`config.mk`:
```
export PLATFORM = sky130hd
export DESIGN_NAME = mcuic_top
export DESIGN_NICKNAME = d
export VERILOG_FILES = /design/src/common/mcuic_pkg.sv /design/src/rtl/mcuic_top.sv
export SDC_FILE = /design/constraint.sdc
export NUM_CORES = 1
export LEC_CHECK = 0
export BUFFER_PORTS_ARGS = -buffer_cell sky130_fd_sc_hd__buf_2
export CAP_MARGIN = 40
export CORE_ASPECT_RATIO = 0.5
export CORE_MARGIN = 2
export CORE_UTILIZATION = 51
export DETAILED_ROUTE_END_ITERATION = 12
export HOLD_SLACK_MARGIN = 0.08
export PLACE_DENSITY = 0.8
export SLEW_MARGIN = 20
export SYNTH_ARGS = -nofsm -noshare
export SYNTH_HDL_FRONTEND = slang
export SYNTH_SLANG_ARGS = --single-unit
```
`constraint.sdc`:
```
create_clock -name clock -period 2.3 [get_ports clock]
set_clock_uncertainty 0.15 [all_clocks]
set_input_delay 0.345 -clock clock [delete_from_list [all_inputs] [get_ports clock]]
set_output_delay 0.345 -clock clock [all_outputs]
set_load 0.05 [all_outputs]
```
`src/common/mcuic_pkg.sv`:
```
// Purpose: constants and types for the microcontroller interrupt controller
// Assumes: classic wishbone, 8-bit data in the low byte of 32-bit words
// Notes:   offsets are byte addresses, four times the printed register index
// Operation
// global enable passes unmasked requests, else blocks
// reset clears global enable
// return from handler sets global enable
// vector clears global enable, pushes, loads 0004h
// flags set regardless of enables
// clearing global enable defers pending requests; in ST_WAKE, core_clr_gie with next_executed still takes the vector
// external events vector within three or four cycles
// external pin edge selected by option bit 6
// external pin enable bit 4 gates it
// enabled pin edge wakes sleep, vector needs global
// timer wrap sets bit 2, enable bit 5
// enabled pin change sets bit 0, enable bit 3
// change coinciding with port read may miss
// peripheral flags and enables, reset 000- 0000
// software clears serviced flags before re-enabling
// after wake execute next instruction, then vector
// wake leaves registers unchanged except cause flags
// peripheral requests also need peripheral enable
// request is OR of flag and enable terms
package mcuic_pkg;
    localparam logic [9:0]  IDX_ICTL     = 10'h00B;
    localparam logic [9:0]  IDX_PFLG     = 10'h00C;
    localparam logic [9:0]  IDX_PEN      = 10'h08C;
    localparam logic [9:0]  IDX_OPTION   = 10'h081;
    localparam logic [9:0]  IDX_IOC      = 10'h096;
    localparam logic [9:0]  IDX_CORE     = 10'h100;
    localparam logic [9:0]  IDX_SR       = 10'h101;
    localparam logic [9:0]  IDX_SCLR     = 10'h102;
    localparam logic [9:0]  IDX_SEN      = 10'h103;
    localparam logic [7:0]  ICTL_RST     = 8'h00;
    localparam logic [7:0]  PFLG_RST     = 8'h00;
    localparam logic [7:0]  PFLG_MASK    = 8'hEF;
    localparam logic [7:0]  OPTION_RST   = 8'hFF;
    localparam logic [5:0]  IOC_RST      = 6'h00;
    localparam int          B_GIE        = 7;
    localparam int          B_PIE        = 6;
    localparam int          B_TIMER_ZERO_IRQ_ENABLE       = 5;
    localparam int          B_EXTIE      = 4;
    localparam int          B_PCIE       = 3;
    localparam int          B_T0F        = 2;
    localparam int          B_EXTF       = 1;
    localparam int          B_PCF        = 0;
    localparam int          B_EDGE       = 6;
    localparam logic [12:0] VECTOR_ADDR  = 13'h0004;
    localparam logic [1:0]  LAT_CYCLES   = 2'h2;
    typedef struct packed {
        logic       take;
        logic [12:0] vector;
        logic       wake;
    } mcuic_core_t;
    typedef enum logic [3:0] {
        ST_RUN   = 4'h1,
        ST_SYNC  = 4'h2,
        ST_SLEEP = 4'h4,
        ST_WAKE  = 4'h8
    } mcuic_state_t;
endpackage : mcuic_pkg

```
`src/rtl/mcuic_top.sv`:
```
// Purpose: interrupt flags, enables, vectoring and wake-up for an 8-bit core
// Assumes: core pulses are one clock wide and on this clock
// Notes:   pins pass two flip-flops before any logic reads them
`timescale 1ns/1ps
module mcuic_top (
    // clock and reset
    input  wire logic        clock,
    input  wire logic        rst,
    // wishbone slave
    input  wire logic        wb_cyc_i,
    input  wire logic        wb_stb_i,
    input  wire logic        wb_we_i,
    input  wire logic [11:0] wb_adr_i,
    input  wire logic [3:0]  wb_sel_i,
    input  wire logic [31:0] wb_dat_i,
    output logic      [31:0] wb_dat_o,
    output logic             wb_ack_o,
    // event sources
    input  wire logic        ext_irq_pin,
    input  wire logic [5:0]  port_pins,
    input  wire logic        port_read,
    input  wire logic        timer_zero_wrap,
    input  wire logic [7:0]  periph_events,
    // core sequencer
    input  wire logic        return_from_handler,
    input  wire logic        core_clr_gie,
    input  wire logic        core_sleep,
    input  wire logic        next_executed,
    output logic             core_irq_take,
    output logic      [12:0] core_vector,
    output logic             core_wake,
    // summary interrupt
    output logic             irq
);
    ////////////////////////////////////////////////////////////////////////
    logic [7:0]  ictl, next_ictl;
    logic [7:0]  pflg, next_pflg;
    logic [7:0]  pen, next_pen;
    logic [7:0]  option, next_option;
    logic [5:0]  pin_change_enables, next_ioc;
    logic [2:0]  sr, next_sr;
    logic [2:0]  sen, next_sen;
    logic        ext_s1, ext_s2, ext_d;
    logic [5:0]  pin_s1, pin_s2, pin_d;
    logic [31:0] next_dat;
    logic        next_ack;
    logic        ext_edge, pc_evt, pending, wake_cond;
    logic [1:0]  lat, next_lat;
    mcuic_pkg::mcuic_state_t st, next_st;
    mcuic_pkg::mcuic_core_t  cout, next_cout;
    logic        next_irq;
    logic        wr, rd;
    logic [9:0]  idx;

    ////////////////////////////////////////////////////////////////////////
    // synchronisers
    always_ff @(posedge clock) begin
        if (rst) begin
            ext_s1 <= 1'b0;
            ext_s2 <= 1'b0;
            ext_d  <= 1'b0;
            pin_s1 <= 6'h00;
            pin_s2 <= 6'h00;
            pin_d  <= 6'h00;
        end else begin
            ext_s1 <= ext_irq_pin;
            ext_s2 <= ext_s1;
            ext_d  <= ext_s2;
            pin_s1 <= port_pins;
            pin_s2 <= pin_s1;
            pin_d  <= pin_s2;
        end
    end

    always_comb begin
        // edge polarity from option bit
        ext_edge = option[mcuic_pkg::B_EDGE] ? (ext_s2 & ~ext_d) : (~ext_s2 & ext_d);
        // a change seen during a port read is dropped, as the core does
        pc_evt = (|((pin_s2 ^ pin_d) & pin_change_enables)) & ~port_read;
    end

    ////////////////////////////////////////////////////////////////////////
    // bus decode
    always_comb begin
        idx = wb_adr_i[11:2];
        wr  = wb_cyc_i & wb_stb_i & wb_we_i & ~wb_ack_o & wb_sel_i[0];
        rd  = wb_cyc_i & wb_stb_i & ~wb_we_i & ~wb_ack_o;
        next_ack = wb_cyc_i & wb_stb_i & ~wb_ack_o;
        next_dat = 32'h0000_0000;
        if (rd) begin
            case (idx)
                mcuic_pkg::IDX_ICTL:   next_dat[7:0] = ictl;
                mcuic_pkg::IDX_PFLG:   next_dat[7:0] = pflg;
                mcuic_pkg::IDX_PEN:    next_dat[7:0] = pen;
                mcuic_pkg::IDX_OPTION: next_dat[7:0] = option;
                mcuic_pkg::IDX_IOC:    next_dat[5:0] = pin_change_enables;
                mcuic_pkg::IDX_CORE:   next_dat[3:0] = st;
                mcuic_pkg::IDX_SR:     next_dat[2:0] = sr;
                mcuic_pkg::IDX_SEN:    next_dat[2:0] = sen;
                default:               next_dat = 32'h0000_0000;
            endcase
        end
    end

    ////////////////////////////////////////////////////////////////////////
    // registers and flags; hardware set wins over software clear
    always_comb begin
        next_ictl   = ictl;
        next_pflg   = pflg;
        next_pen    = pen;
        next_option = option;
        next_ioc    = pin_change_enables;
        next_sen    = sen;
        next_sr     = sr;
        if (wr) begin
            case (idx)
                mcuic_pkg::IDX_ICTL:   next_ictl = wb_dat_i[7:0];
                mcuic_pkg::IDX_PFLG:   next_pflg = wb_dat_i[7:0] & mcuic_pkg::PFLG_MASK;
                mcuic_pkg::IDX_PEN:    next_pen = wb_dat_i[7:0] & mcuic_pkg::PFLG_MASK;
                mcuic_pkg::IDX_OPTION: next_option = wb_dat_i[7:0];
                mcuic_pkg::IDX_IOC:    next_ioc = wb_dat_i[5:0];
                mcuic_pkg::IDX_SCLR:   next_sr = sr & ~wb_dat_i[2:0];
                mcuic_pkg::IDX_SEN:    next_sen = wb_dat_i[2:0];
                default:               next_sen = sen;
            endcase
        end
        // flags set whatever the enables; only event bits change on wake
        if (ext_edge) next_ictl[mcuic_pkg::B_EXTF] = 1'b1;
        if (timer_zero_wrap) next_ictl[mcuic_pkg::B_T0F] = 1'b1;
        if (pc_evt) next_ictl[mcuic_pkg::B_PCF] = 1'b1;
        next_pflg = next_pflg | (periph_events & mcuic_pkg::PFLG_MASK);
        if (return_from_handler) next_ictl[mcuic_pkg::B_GIE] = 1'b1;
        if (core_clr_gie | (cout.take == 1'b0 && next_cout.take)) begin
            next_ictl[mcuic_pkg::B_GIE] = 1'b0;
        end
        next_sr = next_sr | {cout.take == 1'b0 && next_cout.take, st == mcuic_pkg::ST_WAKE, ext_edge};
    end

    always_ff @(posedge clock) begin
        if (rst) begin
            ictl     <= mcuic_pkg::ICTL_RST;
            pflg     <= mcuic_pkg::PFLG_RST;
            pen      <= mcuic_pkg::PFLG_RST;
            option   <= mcuic_pkg::OPTION_RST;
            pin_change_enables      <= mcuic_pkg::IOC_RST;
            sr       <= 3'h0;
            sen      <= 3'h0;
            wb_ack_o <= 1'b0;
            wb_dat_o <= 32'h0000_0000;
        end else begin
            ictl     <= next_ictl;
            pflg     <= next_pflg;
            pen      <= next_pen;
            option   <= next_option;
            pin_change_enables      <= next_ioc;
            sr       <= next_sr;
            sen      <= next_sen;
            wb_ack_o <= next_ack;
            wb_dat_o <= next_dat;
        end
    end

    ////////////////////////////////////////////////////////////////////////
    // request combine
    always_comb begin
        pending = (ictl[mcuic_pkg::B_T0F] & ictl[mcuic_pkg::B_TIMER_ZERO_IRQ_ENABLE])
                | (ictl[mcuic_pkg::B_EXTF] & ictl[mcuic_pkg::B_EXTIE])
                | (ictl[mcuic_pkg::B_PCF] & ictl[mcuic_pkg::B_PCIE])
                | ((|(pflg & pen)) & ictl[mcuic_pkg::B_PIE]);
        wake_cond = pending;
    end

    ////////////////////////////////////////////////////////////////////////
    // sequencer: sync stage gives a fixed latency whatever the instruction
    always_comb begin
        next_st   = st;
        next_lat  = lat;
        next_cout = cout;
        next_cout.take   = 1'b0;
        next_cout.wake   = 1'b0;
        next_cout.vector = mcuic_pkg::VECTOR_ADDR;
        case (st)
            mcuic_pkg::ST_RUN: begin
                if (core_sleep) begin
                    next_st = mcuic_pkg::ST_SLEEP;
                end else if (pending & ictl[mcuic_pkg::B_GIE] & ~core_clr_gie) begin
                    next_st  = mcuic_pkg::ST_SYNC;
                    next_lat = mcuic_pkg::LAT_CYCLES;
                end
            end
            mcuic_pkg::ST_SYNC: begin
                if (~ictl[mcuic_pkg::B_GIE] | core_clr_gie) begin
                    next_st = mcuic_pkg::ST_RUN;
                end else if (lat == 2'h0) begin
                    next_cout.take = 1'b1;
                    next_st = mcuic_pkg::ST_RUN;
                end else begin
                    next_lat = lat - 2'h1;
                end
            end
            mcuic_pkg::ST_SLEEP: begin
                if (wake_cond) begin
                    next_cout.wake = 1'b1;
                    next_st = mcuic_pkg::ST_WAKE;
                end
            end
            mcuic_pkg::ST_WAKE: begin
                if (next_executed) begin
                    next_cout.take = ictl[mcuic_pkg::B_GIE];
                    next_st = mcuic_pkg::ST_RUN;
                end
            end
            default: next_st = mcuic_pkg::ST_RUN;
        endcase
        next_irq = |(sr & sen);
    end

    always_ff @(posedge clock) begin
        if (rst) begin
            st   <= mcuic_pkg::ST_RUN;
            lat  <= 2'h0;
            cout <= '0;
            irq  <= 1'b0;
        end else begin
            st   <= next_st;
            lat  <= next_lat;
            cout <= next_cout;
            irq  <= next_irq;
        end
    end

    always_comb begin
        core_irq_take = cout.take;
        core_vector   = cout.vector;
        core_wake     = cout.wake;
    end
endmodule : mcuic_top

```
Yosys cells after proc, flatten, opt, wreduce, memory -nomap -nowiden
Cells that the tools add are included.
{"block": "classes", "addsub": 1, "eq_ne": 21, "muxes": 34, "bitwise": 39, "reduce_logical": 28}
{"operator": "10-bit by 9-bit equality test with 1-bit output, second input constant", "n": 4}
{"operator": "8-bit two-way mux", "n": 4}
{"operator": "10-bit by 8-bit equality test with 1-bit output, second input constant", "n": 3}
{"operator": "4-bit two-way mux", "n": 7}
{"operator": "3-bit one-hot mux with 8 select lines", "n": 1}
{"operator": "10-bit by 4-bit equality test with 1-bit output, second input constant", "n": 2}
{"operator": "2-bit AND reduction", "n": 9}
{"operator": "2-bit nonzero test", "n": 9}
{"operator": "1-bit bitwise AND", "n": 16}
{"operator": "4-bit one-hot mux with 4 select lines", "n": 1}
{"operator": "2-bit != test, second input constant", "n": 6}
{"operator": "1-bit two-way mux", "n": 10}
{"operator": "1-bit inverter", "n": 10}
{"operator": "2-bit one-hot mux with 5 select lines", "n": 1}
{"operator": "8-bit bitwise AND", "n": 1}
{"operator": "2-bit two-way mux", "n": 4}
{"operator": "8-bit OR", "n": 1}
{"operator": "2-bit one-hot mux with 4 select lines", "n": 1}
{"operator": "8-bit OR reduction", "n": 1}
{"operator": "3-bit bitwise AND", "n": 2}
{"operator": "6-bit bitwise AND", "n": 1}
{"operator": "3-bit two-way mux", "n": 2}
{"operator": "3-bit != test, second input constant", "n": 2}
{"operator": "1-bit one-hot mux with 6 select lines", "n": 1}
{"operator": "18 further kinds", "n": 24}
{"block": "totals", "regBits": 119, "inputBits": 74, "elab_cells": 149}

Logic depth before layout (Yosys ltp)
{"block": "logic_depth", "depth_word": 9, "depth_mapped": 7}

Least setup slack after synthesis
OpenSTA, ideal clock, no wires.
{"block": "synth_timing", "path_kind": "register -> register", "start": "register wb_ack_o", "end": "register option[0]", "setup_ps": 126, "arrival_ps": 1701, "t_required_ps": 2024, "slack_ps": 324, "path_stages_with_launch": 7, "n_path_buf": 1, "period_less_slack_ps": 1976, "path_cell_list": "dfxtp_1 > nand3b_1 > nor2_1 > buf_2 > nand2_1 > nand2_1 > nand3_1"}
{"block": "synth_via", "elab_chain_len": 4}
{"element": "start: declaration", "line_no": "mcuic_top.sv:17", "rtl": "output logic wb_ack_o,"}
{"element": "start signal: assignment", "line_no": "mcuic_top.sv:158", "rtl": "wb_ack_o <= next_ack;"}
{"element": "1-bit inverter", "line_no": "mcuic_top.sv:86", "rtl": "wr = wb_cyc_i & wb_stb_i & wb_we_i & ~wb_ack_o & wb_sel_i[0];"}
{"element": "1-bit bitwise AND (2 in series)", "line_no": "mcuic_top.sv:86"}
{"element": "2-bit AND reduction (no source line)"}
{"element": "end signal: assignment", "line_no": "mcuic_top.sv:144", "rtl": "option <= mcuic_pkg::OPTION_RST;"}
{"element": "end signal: assignment", "line_no": "mcuic_top.sv:154", "rtl": "option <= next_option;"}
{"element": "end: declaration", "line_no": "mcuic_top.sv:39", "rtl": "logic [7:0] option, next_option;"}
Every way passes these cells.
A chain may end at the register's enable or synchronous reset.

Worst setup path in the final report
{"block": "layout_timing", "start": "register pflg[5]", "end": "register st[1]"}
{"block": "layout_via", "elab_chain_len": 8, "elab_cells_between_ends": 9}
{"element": "start: declaration", "line_no": "mcuic_top.sv:37", "rtl": "logic [7:0] pflg, next_pflg;"}
{"element": "start signal: assignment", "line_no": "mcuic_top.sv:142", "rtl": "pflg <= mcuic_pkg::PFLG_RST;"}
{"element": "start signal: assignment", "line_no": "mcuic_top.sv:152", "rtl": "pflg <= next_pflg;"}
{"element": "8-bit bitwise AND (*)", "line_no": "mcuic_top.sv:169", "rtl": "| ((|(pflg & pen)) & ictl[mcuic_pkg::B_PIE]);"}
{"element": "8-bit OR reduction (*)", "line_no": "mcuic_top.sv:169"}
{"element": "1-bit bitwise AND (*)", "line_no": "mcuic_top.sv:169"}
{"element": "1-bit OR (*)", "line_no": "mcuic_top.sv:169"}
{"element": "1-bit bitwise AND (2 in series)", "line_no": "mcuic_top.sv:186", "rtl": "end else if (pending & ictl[mcuic_pkg::B_GIE] & ~core_clr_gie) begin"}
{"element": "3-bit != test (no source line)"}
{"element": "4-bit AND reduction (no source line) (*)"}
{"element": "end signal: assignment", "line_no": "mcuic_top.sv:220", "rtl": "st <= mcuic_pkg::ST_RUN;"}
{"element": "end signal: assignment", "line_no": "mcuic_top.sv:225", "rtl": "st <= next_st;"}
{"element": "end: declaration", "line_no": "mcuic_top.sv:49", "rtl": "mcuic_pkg::mcuic_state_t st, next_st;"}
Mark *: on every way between the ends. The rest lies on a longest branch, timed or not.

==> out/metrics.cfg <==
[cts]
clk_latency_ns = 0.34
path_clk_slew_ns = 0.06
cts_tree = built
root_buffer = clkbuf_16
cts_buffers = 9
clock_path_buffers = 2
cts.sinks = 82
htreeDepth = 3
cts_resized = 0

[route]
wire_per_inst_um = 15.29
postRouteAntennaNets = 0
drc_errors = 0
viasPerCell = 5.521
drtIter0Drc = 383
drt_pass1_iterations = 7
vias = 3390
wl_mm = 9.389

[global_route]
grt_pass1_wl_mm = 14.56
grt-ovfl-total = 0
met1_usage_pct = 30.15
antenna_found_initial = 0
busiest_layer = met2
grtUsageMet2_pct = 36.30
grt_use_met3_pct = 6.472
grt_max_degree = 51
grtUsageTotal_pct = 22.72
grt_pass1_vias = 2961

[timing]
setup_viol = 0
fin_tns_setup_ns = 0
timing.final.crit_share_pct = 92.38
fmax_mhz = 470.6
min_period_ns = 2.125
slew_headroom_pct = 63.35
max_slew.worst_pin.slew_ns = 0.5490
finalMaxSlewViolations = 0
rsz0062_at_grt = no
final_hold_viol_count = 0

[placement]
postPlaceCellArea_um2 = 4119
portBuffers = 56
dp_hpwl_mm = 6.525
routabilityCongestion = 0.9149

[outcome]
outcome = complete, no violations

[power_and_ir_drop]
p_total_mw = 3.291
peakVddDrop_v = 0.0003747
leakage_nw = 1.921
pwr_density_cell_nw_per_um2 = 728.0

[floorplan]
dieWidth_um = 127.7
rows = 22
start_util_pct = 52.87
die_area_um2 = 8405
die_h_um = 65.84
boundaryPins = 123
core_um2 = 7377

[setup_path]
start_kind = flop
path_cells = a222oi_1, nand3_1, a21oi_1, or2_2, nor3_1, o221a_1
path_class = reg2reg
cp-end-kind = flop
cp_data_required_time_ns = 2.38
max_stage_delay_ns = 0.44
crit_fanout = 5
worstPathArrival_ns = 2.21
critPathSlowestCell = a21oi_1

[synth]
postSynth.asyncResetShare_pct = 0
syn_inst = 446
synth.distinct_cells = 61
synth_area_um2 = 3900
ys_warn_count = 0
ys_seq_area_share_pct = 42.09
synth_edf_count = 0
ys_ff_latch = 82
avgSynthCellArea_um2 = 8.744
synth_flop_cell = dfxtp_1

[finish]
area_growth_pct = 15.91
nFillCells = 643
final_nets = 588
finish.instance_area_um2 = 4521
drive_gt1_share_pct = 19.50
insertedDiodeCount = 0

[worst_hold_path]
hold_class = in2reg

[run]
cap_violations = 0

==> cell families after synthesis <==
group	Yosys count	synth area share (%)
muxes	17	4.395
buffers and inverters	67	11.00
AOI/OAI and AO/OA	89	15.27
adders and majority gates	1	0.3208
xor gates and xnor gates	7	1.572
and+or+nand+nor	182	25.25
DFF	82	42.09
other	1	0.09615
==> state kept, by name, indices dropped and copies added, names as in the netlist <==
| signal | count |
|---|---|
| wb_dat_o | 8 |
| ext_d | 1 |
| irq | 1 |
| ext_s2 | 1 |
| core_irq_take | 1 |
| st | 4 |
| pen | 7 |
| core_vector | 1 |
| sen | 3 |
| pin_change_enables | 6 |
| ext_s1 | 1 |
| pin_d | 6 |
| pin_s1 | 6 |
| pflg | 7 |
| option | 8 |
| core_wake | 1 |
| lat | 2 |
| ictl | 8 |
| pin_s2 | 6 |
| wb_ack_o | 1 |
| sr | 3 |
==> what timing repair did <==
action / in CTS / in global routing
setup buffers: 0 / 0
hold buffers: 10 / 0
endpoints found under the hold margin: 10 / 0
==> Yosys cell counts (7+ instances only) <==
cell type	instances	area, um^2
a21oi_1	40	200.2
mux2i_1	16	160.2
dfxtp_1	82	1642
clkbuf_1	8	30.03
nand3_1	29	145.1
nor2_1	22	82.58
nor3_1	7	35.03
a22oi_1	19	142.6
inv_1	12	45.04
buf_4	37	277.8
nor2b_1	24	150.1
nand2_1	62	232.7
==> worst max-delay path: cells and delay by family, from the launching register on <==
| family | cells | cell delay (ns) |
|---|---|---|
| AO/OA/AOI/OAI | 3 | 1.01 |
| AND/OR/NAND/NOR | 3 | 0.52 |
| flip-flops | 1 | 0.33 |
==> area by class of cell <==
class / instances / area, um^2 / area share, %
clock inverters: 6 / 72.57 / 1.605
inverters: 13 / 48.80 / 1.079
clock buffers: 10 / 229.0 / 5.065
well taps: 96 / 120.1 / 2.657
repair buffers: 75 / 447.9 / 9.909
multi-input cells: 332 / 1961 / 43.37
flip-flops and latches: 82 / 1642 / 36.31
==> through the flow <==
stage	instances	hold slack (ns)	util, %	setup slack, ns
after CTS	614	0.08122	61.28	0.2002
after global placement	588	0.2668	55.83	0.1849
after floorplan	481	0.2638	-	0.3237
after global routing	614	0.09313	61.28	0.04299
after detailed placement	588	0.2758	55.83	0.1620
final	614	0.08246	61.28	0.1752
==> final timing paths <==
path	startpoint	end	slack (ns)	depth (start not counted)
worst min-delay path	periph_events[5]	pflg[5]	0.08	3
worst max register to register	pflg[5]	st[1]	0.18	6
worst min register to register	ext_s1	ext_s2	0.28	1
worst max-delay path	pflg[5]	st[1]	0.18	6
==> per-layer routing <==
| layer | share of wire (%) | vias to the layer above | routed length [um] |
|---|---|---|---|
| met2 | 45 | 152 | 4180 |
| met5 | 0 | - | 0 |
| met1 | 45 | 1588 | 4209 |
| met3 | 9.0 | 17 | 843 |
| met4 | 1.7 | 0 | 155 |
| li1 | - | 1633 | - |
==> power breakdown <==
group | switching, mW | total [mW] | internal (mW)
clock | 0.596 | 1.45 | 0.852
combinational | 0.262 | 0.362 | 0.0999
sequential | 0.0270 | 1.48 | 1.45
total | 0.885 | 3.29 | 2.41
==> placed cells by master (no fill, tap or decap), drive strengths merged, types with 4 or more instances in the layout <==
cell type / synthesis / layout
a31oi: 5 / 5
or2: 5 / 5
nor3: 8 / 8
nor2: 23 / 23
conb: 1 / 36
mux2i: 16 / 16
dlygate4sd3: 0 / 10
xor2: 6 / 6
buf: 44 / 65
nand3: 29 / 29
nor2b: 24 / 24
a222oi: 4 / 4
o21ai: 4 / 4
a22oi: 19 / 19
dfxtp: 82 / 82
inv: 12 / 14
a21oi: 41 / 41
nor4: 8 / 8
nand2: 64 / 64
clkbuf: 10 / 10
Note: power is estimated with default switching activity, not from simulation.
